### config.mk
export PLATFORM = sky130hd
export DESIGN_NAME = scc_top
export DESIGN_NICKNAME = d
export VERILOG_FILES = /design/src/hdl/scc_pkg.sv /design/src/hdl/scc_cfg_if.sv /design/src/hdl/scc_serial_port.sv /design/src/hdl/scc_top.sv
export SDC_FILE = /design/constraint.sdc
export NUM_CORES = 1
export LEC_CHECK = 0
export ABC_AREA = 1
export ABC_CLOCK_PERIOD_IN_PS = 2570
export BUFFER_PORTS_ARGS = -buffer_cell sky130_fd_sc_hd__buf_2
export CORE_MARGIN = 10
export CORE_UTILIZATION = 60
export DETAILED_ROUTE_END_ITERATION = 10
export GPL_TIMING_DRIVEN = 0
export PLACE_DENSITY_LB_ADDON = 0.3
export SYNTH_ARGS = -nofsm -noshare
export SYNTH_HDL_FRONTEND = slang
export SYNTH_SLANG_ARGS = --single-unit
export TNS_END_PERCENT = 50
### constraint.sdc
create_clock -name core_clk_i -period 2.57 [get_ports core_clk_i]
set_input_delay 0.514 -clock core_clk_i [delete_from_list [all_inputs] [get_ports core_clk_i]]
set_output_delay 0.514 -clock core_clk_i [all_outputs]
set_load 0.1 [all_outputs]
### src/hdl/scc_pkg.sv
// Purpose: shared constants for the sync, reference and clock configuration slice
// Assumes: serial frame of one read flag, seven address bits and eight data bits
// Notes: register offsets are byte addresses on the serial configuration port
package scc_pkg;
  localparam logic [6:0] SCC_OFS_SYNC_REF  = 7'h0e;
  localparam logic [6:0] SCC_OFS_INPUT     = 7'h11;
  localparam logic [6:0] SCC_OFS_FUSE      = 7'h13;
  // field positions, sync/reference register
  localparam int         SCC_B_PIN_ROLE    = 7;
  localparam int         SCC_B_ALIGN_TRIG  = 6;
  localparam int         SCC_B_ALIGN_EN    = 5;
  localparam int         SCC_B_VREF_ORIG   = 3;
  localparam int         SCC_B_VREF_LSB    = 1;
  localparam int         SCC_B_SE_CLK      = 0;
  // field positions, input and fuse registers
  localparam int         SCC_B_UNBAL_A     = 5;
  localparam int         SCC_B_UNBAL_B     = 4;
  localparam int         SCC_B_DLL_OFF     = 2;
  localparam int         SCC_B_NULLING     = 0;
  localparam int         SCC_B_FUSE_LOAD   = 0;
  // values after reset
  localparam logic [7:0] SCC_RST_SYNC_REF  = 8'h00;
  localparam logic [7:0] SCC_RST_INPUT     = 8'h00;
  localparam logic [7:0] SCC_RST_FUSE      = 8'h00;
  // writable masks, reserved bits read zero
  localparam logic [7:0] SCC_MSK_SYNC_REF  = 8'hef;
  localparam logic [7:0] SCC_MSK_INPUT     = 8'h35;
  localparam logic [7:0] SCC_MSK_FUSE      = 8'h01;
  // vref source encodings
  localparam logic [1:0] SCC_VREF_INT      = 2'h0;
  localparam logic [1:0] SCC_VREF_EXT_BUF  = 2'h1;
  localparam logic [1:0] SCC_VREF_EXT_DIR  = 2'h2;
  // serial frame geometry
  localparam logic [3:0] SCC_CMD_BITS      = 4'h8;
  localparam logic [3:0] SCC_LAST_BIT      = 4'hf;
  localparam int         SCC_SYNC_STAGES   = 3;
endpackage : scc_pkg

### src/hdl/scc_cfg_if.sv
// Purpose: register access carrier between serial front end and register slice
// Assumes: one core clock for both ends
// Notes: rdata is combinational from the register slice
interface scc_cfg_if;
  logic       wr_stb;
  logic [6:0] addr;
  logic [7:0] wdata;
  logic [7:0] rdata;
  modport serial (output wr_stb, output addr, output wdata, input rdata);
  modport regs   (input wr_stb, input addr, input wdata, output rdata);
endinterface : scc_cfg_if

### src/hdl/scc_serial_port.sv
// Purpose: serial configuration slave, oversampled on the core clock
// Assumes: serial clock below one eighth of the core clock, mode 0, MSB first
// Notes: frame is read flag, 7 address bits, 8 data bits; sdout changes on falling edges
module scc_serial_port
  import scc_pkg::*;
(
  // clock and reset
  input  wire logic core_clk_i,
  input  wire logic resetn_i,
  // serial pins
  input  wire logic sclk_i,
  input  wire logic sen_n_i,
  input  wire logic sdio_i,
  output logic      sdout_o,
  // register side
  scc_cfg_if.serial cfg
);
  logic [2:0] s1_q, s2_q, s3_q, flt_q, flt_d;
  logic [3:0] cnt_q;
  logic       rd_q;
  logic [7:0] sh_in_q, sh_out_q;
  logic       rise, fall, sel;

  // a pin change counts once the two late stages agree
  assign flt_d = (s2_q ~^ s3_q) & s3_q | ~(s2_q ~^ s3_q) & flt_q;
  assign rise  = flt_d[0] & ~flt_q[0];
  assign fall  = ~flt_d[0] & flt_q[0];
  assign sel   = ~flt_q[1];

  // three-stage synchronisers for sclk, sen_n and sdio
  always_ff @(posedge core_clk_i or negedge resetn_i) begin
    if (!resetn_i) begin
      s1_q  <= 3'h2;
      s2_q  <= 3'h2;
      s3_q  <= 3'h2;
      flt_q <= 3'h2;
    end else begin
      s1_q  <= {sdio_i, sen_n_i, sclk_i};
      s2_q  <= s1_q;
      s3_q  <= s2_q;
      flt_q <= flt_d;
    end
  end

  // bit counter and shifters; deselect aborts a partial frame
  always_ff @(posedge core_clk_i or negedge resetn_i) begin
    if (!resetn_i) begin
      cnt_q      <= 4'h0;
      rd_q       <= 1'b0;
      sh_in_q    <= 8'h00;
      sh_out_q   <= 8'h00;
      sdout_o    <= 1'b0;
      cfg.wr_stb <= 1'b0;
      cfg.addr   <= 7'h00;
      cfg.wdata  <= 8'h00;
    end else begin
      cfg.wr_stb <= 1'b0;
      if (!sel) begin
        cnt_q   <= 4'h0;
        sdout_o <= 1'b0;
      end else if (rise) begin
        cnt_q   <= cnt_q + 4'h1;
        sh_in_q <= {sh_in_q[6:0], flt_q[2]};
        if (cnt_q == SCC_CMD_BITS - 4'h1) begin
          rd_q     <= sh_in_q[6];
          cfg.addr <= {sh_in_q[5:0], flt_q[2]};
        end
        if (cnt_q == SCC_LAST_BIT && !rd_q) begin
          cfg.wdata  <= {sh_in_q[6:0], flt_q[2]};
          cfg.wr_stb <= 1'b1;
        end
      end else if (fall && rd_q && cnt_q >= SCC_CMD_BITS) begin
        // read data is captured at the first falling edge after the address
        if (cnt_q == SCC_CMD_BITS) begin
          sdout_o  <= cfg.rdata[7];
          sh_out_q <= {cfg.rdata[6:0], 1'b0};
        end else begin
          sdout_o  <= sh_out_q[7];
          sh_out_q <= {sh_out_q[6:0], 1'b0};
        end
      end
    end
  end
endmodule : scc_serial_port

### src/hdl/scc_top.sv
// Purpose: sync, reference, clock and input configuration registers with their effects
// Assumes: shared align/powerdown pin and buffer pin are asynchronous to core_clk_i
// Notes: FAST_VARIANT selects the highest-rate variant behaviour
module scc_top
  import scc_pkg::*;
#(
  parameter bit FAST_VARIANT = 1'b0
) (
  // clock and reset
  input  wire logic       core_clk_i,
  input  wire logic       resetn_i,
  // serial configuration pins
  input  wire logic       sclk_i,
  input  wire logic       sen_n_i,
  input  wire logic       sdio_i,
  output logic            sdout_o,
  // control pins
  input  wire logic       shared_align_powerdown_pin_i,
  input  wire logic       reference_buffer_pin_i,
  // power and sync
  output logic            global_powerdown_o,
  output logic            align_pulse_o,
  // reference and clock
  output logic [1:0]      vref_source_o,
  output logic            vref_unused_o,
  output logic            single_ended_clock_o,
  output logic            diff_clkbuf_off_o,
  // analog front end
  output logic            unbalanced_input_a_o,
  output logic            unbalanced_input_b_o,
  output logic            sampling_half_period_o,
  output logic            offset_nulling_on_o,
  // fuse mapping
  output logic            fuse_reload_o
);
  scc_cfg_if cfg ();

  logic [7:0] sync_ref_q, input_q, fuse_q;
  logic [2:0] pin_s_q, buf_s_q;
  logic       pin_q, buf_q;
  logic       pin_d, buf_d;
  logic       wr_sr, wr_in, wr_fu, fuse_fall;
  logic       pin_role, align_en, trig_rise, pin_rise, origin;
  logic [1:0] vref_d;

  scc_serial_port u_serial (
    .core_clk_i (core_clk_i),
    .resetn_i   (resetn_i),
    .sclk_i     (sclk_i),
    .sen_n_i    (sen_n_i),
    .sdio_i     (sdio_i),
    .sdout_o    (sdout_o),
    .cfg        (cfg.serial)
  );

  // address decode and read mux; unmapped offsets read zero
  assign wr_sr     = cfg.wr_stb && cfg.addr == SCC_OFS_SYNC_REF;
  assign wr_in     = cfg.wr_stb && cfg.addr == SCC_OFS_INPUT;
  assign wr_fu     = cfg.wr_stb && cfg.addr == SCC_OFS_FUSE;
  assign cfg.rdata = cfg.addr == SCC_OFS_SYNC_REF ? sync_ref_q :
                     cfg.addr == SCC_OFS_INPUT    ? input_q    :
                     cfg.addr == SCC_OFS_FUSE     ? fuse_q     : 8'h00;

  assign fuse_fall = wr_fu && fuse_q[SCC_B_FUSE_LOAD] && !cfg.wdata[SCC_B_FUSE_LOAD];

  // three-stage filters for the two control pins
  assign pin_d = (pin_s_q[1] == pin_s_q[2]) ? pin_s_q[2] : pin_q;
  assign buf_d = (buf_s_q[1] == buf_s_q[2]) ? buf_s_q[2] : buf_q;

  always_ff @(posedge core_clk_i or negedge resetn_i) begin
    if (!resetn_i) begin
      pin_s_q <= 3'h0;
      buf_s_q <= 3'h0;
      pin_q   <= 1'b0;
      buf_q   <= 1'b0;
    end else begin
      pin_s_q <= {pin_s_q[1:0], shared_align_powerdown_pin_i};
      buf_s_q <= {buf_s_q[1:0], reference_buffer_pin_i};
      pin_q   <= pin_d;
      buf_q   <= buf_d;
    end
  end

  // register storage; a fuse reload returns the others to reset
  // trigger held as written
  always_ff @(posedge core_clk_i or negedge resetn_i) begin
    if (!resetn_i) begin
      sync_ref_q <= SCC_RST_SYNC_REF;
      input_q    <= SCC_RST_INPUT;
      fuse_q     <= SCC_RST_FUSE;
    end else begin
      if (fuse_fall) begin
        sync_ref_q <= SCC_RST_SYNC_REF;
        input_q    <= SCC_RST_INPUT;
      end else begin
        if (wr_sr) sync_ref_q <= cfg.wdata & SCC_MSK_SYNC_REF;
        if (wr_in) input_q <= cfg.wdata & SCC_MSK_INPUT;
      end
      if (wr_fu) fuse_q <= cfg.wdata & SCC_MSK_FUSE;
    end
  end

  assign pin_role  = sync_ref_q[SCC_B_PIN_ROLE];
  assign align_en  = sync_ref_q[SCC_B_ALIGN_EN];
  assign origin    = sync_ref_q[SCC_B_VREF_ORIG];
  // trigger rises only by a write
  assign trig_rise = wr_sr && !fuse_fall && cfg.wdata[SCC_B_ALIGN_TRIG]
                     && !sync_ref_q[SCC_B_ALIGN_TRIG];
  assign pin_rise  = pin_d && !pin_q;
  // reference origin and decode; with origin bit clear, buffer pin high picks buffered external
  assign vref_d    = origin ? sync_ref_q[SCC_B_VREF_LSB +: 2]
                            : (buf_q ? SCC_VREF_EXT_BUF : SCC_VREF_INT);

  // outputs, all registered
  always_ff @(posedge core_clk_i or negedge resetn_i) begin
    if (!resetn_i) begin
      global_powerdown_o     <= 1'b0;
      align_pulse_o          <= 1'b0;
      vref_source_o          <= SCC_VREF_INT;
      vref_unused_o          <= 1'b0;
      single_ended_clock_o   <= 1'b0;
      diff_clkbuf_off_o      <= 1'b0;
      unbalanced_input_a_o   <= 1'b0;
      unbalanced_input_b_o   <= 1'b0;
      sampling_half_period_o <= 1'b0;
      offset_nulling_on_o    <= !FAST_VARIANT;
      fuse_reload_o          <= 1'b0;
    end else begin
      global_powerdown_o     <= !pin_role && pin_q;
      align_pulse_o          <= align_en ? (trig_rise && cfg.wdata[SCC_B_ALIGN_EN])
                                         : (pin_role && pin_rise);
      vref_source_o          <= vref_d;
      vref_unused_o          <= &vref_d;
      single_ended_clock_o   <= origin && sync_ref_q[SCC_B_SE_CLK];
      diff_clkbuf_off_o      <= origin && sync_ref_q[SCC_B_SE_CLK];
      unbalanced_input_a_o   <= input_q[SCC_B_UNBAL_A];
      unbalanced_input_b_o   <= input_q[SCC_B_UNBAL_B];
      // delay loop only on fast variant; host keeps rate below limit
      sampling_half_period_o <= FAST_VARIANT && input_q[SCC_B_DLL_OFF];
      offset_nulling_on_o    <= FAST_VARIANT ? input_q[SCC_B_NULLING]
                                             : !input_q[SCC_B_NULLING];
      fuse_reload_o          <= fuse_fall;
    end
  end
endmodule : scc_top

==> impl_metrics.env <==
export IMPL_pwr_share_clk_pct=40.9
export IMPL_antenna_found_initial=0
export IMPL_dr_total_vias=2266
export IMPL_cts_made_buffers=9
export IMPL_fmax_ghz=0.554
export IMPL_synth_flop_cell="dfrtp_1"
export IMPL_comb_power_share_pct=6.4
export IMPL_grt_max_degree=65
export IMPL_dieArea_um2=8800
export IMPL_synth_top_area_share_pct=55.9
export IMPL_crit_required_ps=2060
export IMPL_p_int_mw=1.89
export IMPL_drt_pass1_iter_count=4
export IMPL_core_um2=5200
export IMPL_synthesis_area_um2=3270
export IMPL_ios=20
export IMPL_max_stage_delay_ps=520
export IMPL_worstHoldPathType="primary input to async pin"
export IMPL_setup_tns_ps=0
export IMPL_ys_types=31
export IMPL_slew_viol_final=0
export IMPL_cts_sinks=78
export IMPL_die_width_um=93.8
export IMPL_portBuffers=18
export IMPL_drt_iter0_drc=121
export IMPL_cts_root_buffer="clkbuf_8"
export IMPL_htree_levels=3
export IMPL_rows=26
export IMPL_fillCellCount=376
export IMPL_path_buf_inv=1
export IMPL_synth_area_top_cells="dfrtp_1 56%, nand2_1 11%, o21ai_2 4.3%, nand3_1 4.1%, dfstp_2 4.0%"
export IMPL_die_h_um=93.8
export IMPL_status="completed"
export IMPL_hold_viol=0
export IMPL_synth_cells=331
export IMPL_synth_area_leader_cell="dfrtp_1"
export IMPL_finClkSkew_ps=13.2
export IMPL_crit_type="register to primary output"
export IMPL_start_util_pct=62.8
export IMPL_vias_per_cell=5.20
export IMPL_seq_power_share_pct=52.7
export IMPL_wire_per_inst_um=14.6
export IMPL_ctsResizeCount=0
export IMPL_hpwl_mm=4.38
export IMPL_syn_to_final_growth_pct=13.2
export IMPL_ys_seq_area_share_pct=59.9
export IMPL_grt_pass1_wl_mm=10.8
export IMPL_post_synth_top_count_cell="nand2_1"
export IMPL_cts_buffer_depth=2
export IMPL_ir_drop_mv=0.511
export IMPL_synth_edf_count=0
export IMPL_ctsHoldBuffers=0
export IMPL_fin_ws_ps=766
export IMPL_setup_viol=0
export IMPL_timing_final_crit_share_pct=70.2
export IMPL_antenna_cells=0
export IMPL_cts_setup_buffers=0
export IMPL_seq_area_um2=1960
export IMPL_fin_nets=370
export IMPL_crit_path_top_delay_cell="dfstp_2"
export IMPL_pre_cts_slack_ps=1140
export IMPL_cellPowerDensity_nw_per_um2=675
export IMPL_grt_pass1_vias=2339
export IMPL_cp_top_family="flip-flops"
export IMPL_rsz0062_at_grt="false"
export IMPL_clk_insertion_delay_late_ps=360
export IMPL_leakagePower_nw=1.80
export IMPL_swShare_pct=24.1
export IMPL_crit_chain="buf_2"
export IMPL_drv_cap=0
export IMPL_syn_area_per_cell_um2=9.87
export IMPL_cp_start_kind="register"
export IMPL_switching_power_uw=601
export IMPL_ys_seq_elements=78
export IMPL_track_usage_pct=15.7
export IMPL_multi_input_area_um2=1110
export IMPL_fin_crit_ps=1800
export IMPL_syn_nets=340
export IMPL_yosys_top_cells_count="93 x nand2_1, 73 x dfrtp_1, 32 x inv_1"
export IMPL_antenna_left=0
export IMPL_layout_drive_gt1_share_pct=22.4
export IMPL_clkTransAtPathRegs_ps=80
export IMPL_drc=0
export IMPL_cp_end_kind="primary output"
export IMPL_worstPathArrival_ps=1290
export IMPL_gp_congestion=0.815
export IMPL_drt_wl_total_mm=6.35
export IMPL_overflow=0
export IMPL_synth_warnings=0
export IMPL_cts_tree="done"
export IMPL_synthArstFlopShare_pct=100
export IMPL_crit_fanout=1
## per-layer routing
metal  wire length, um  global-route usage (%)  up-vias
met5                 0                       0        -
li1                  -                       -     1110
met4               174                    8.99        0
met3               251                    3.44       18
met2              3230                    26.8       49
met1              2700                    17.8     1089
## cell usage in the layout, fill, tap and decap left out, drive strengths merged
| cell | count |
|---|---|
| nand2 | 97 |
| dfrtp | 73 |
| inv | 33 |
| nand3 | 32 |
| nor2 | 30 |
| o21ai | 29 |
| buf | 27 |
| clkbuf | 11 |
| a21oi | 5 |
| dfstp | 5 |
| clkinv | 5 |
| maj3 | 4 |
| nor3 | 3 |
| nand4 | 3 |
| ha | 2 |
| bufinv | 2 |
| nor3b | 1 |
| xor2 | 1 |
| o2bb2ai | 1 |
| nand3b | 1 |
| conb | 1 |
## path summary, 6_finish.rpt
check / to / from / slack, ps / cells after the start
worst max register to register: u_serial.sh_out_q[2] / u_serial.cnt_q[0] / 1120 / 9
worst min register to register: u_serial.s2_q[0] / u_serial.s1_q[0] / 350 / 0
min in group core_clk_i: buf_s_q[0] / reference_buffer_pin_i / 260 / 1
worst max-delay path: offset_nulling_on_o / offset_nulling_on_o / 770 / 1
worst min-delay path: u_serial.sh_out_q[5] / resetn_i / 10 / 1
max in group asynchronous: offset_nulling_on_o / resetn_i / 1990 / 2
## registers in the layout (all words and copies together), names as in the netlist, 3 cells and up, named ones only
register,cells
buf_s_q,3
input_q,4
pin_s_q,3
sync_ref_q,7
u_serial.cfg.addr,7
u_serial.cfg.wdata,8
u_serial.cnt_q,4
u_serial.s1_q,3
u_serial.s2_q,3
u_serial.s3_q,3
u_serial.sh_in_q,7
u_serial.sh_out_q,7
## cell families after synthesis
| group | share of synthesized area, % |
|---|---|
| buffers and inverters | 6.05 |
| AO/OA/AOI/OAI | 7.31 |
| flip-flops | 59.9 |
| AND/OR/NAND/NOR | 24.3 |
| other | 0.115 |
| adder cells (fa/ha/maj) | 1.99 |
| XOR/XNOR | 0.268 |
## metrics by stage
step	util (%)	cells	hold slack [ps]	total power [mW]	area [um2]
2_1_floorplan	-	331	218	1.43	3270
3_3_place_gp	66.2	419	331	1.49	3440
3_5_place_dp	66.8	420	336	1.50	3470
4_1_cts	71.1	436	13.8	2.51	3700
5_1_grt	71.1	436	29.1	2.58	3700
6_report	71.1	436	14.6	2.50	3700
## power groups by stage
stage	sequential, mW	clock [mW]	combinational, mW
finish	1.32	1.02	0.161
global route	1.32	1.07	0.180
CTS	1.32	1.03	0.164
detailed placement	1.34	0	0.163
global placement	1.33	0	0.154
floorplan	1.36	0	0.0796
## cell type report
cell class | count | area share (%)
buffer | 8 | 1.79
clock buffer | 11 | 3.82
clock inverter | 5 | 2.23
inverter | 35 | 3.55
multi-input combinational | 210 | 30.0
sequential | 78 | 52.9
tap | 70 | 2.37
timing repair buffer | 19 | 3.25
Power figures use the tool's default switching activity.
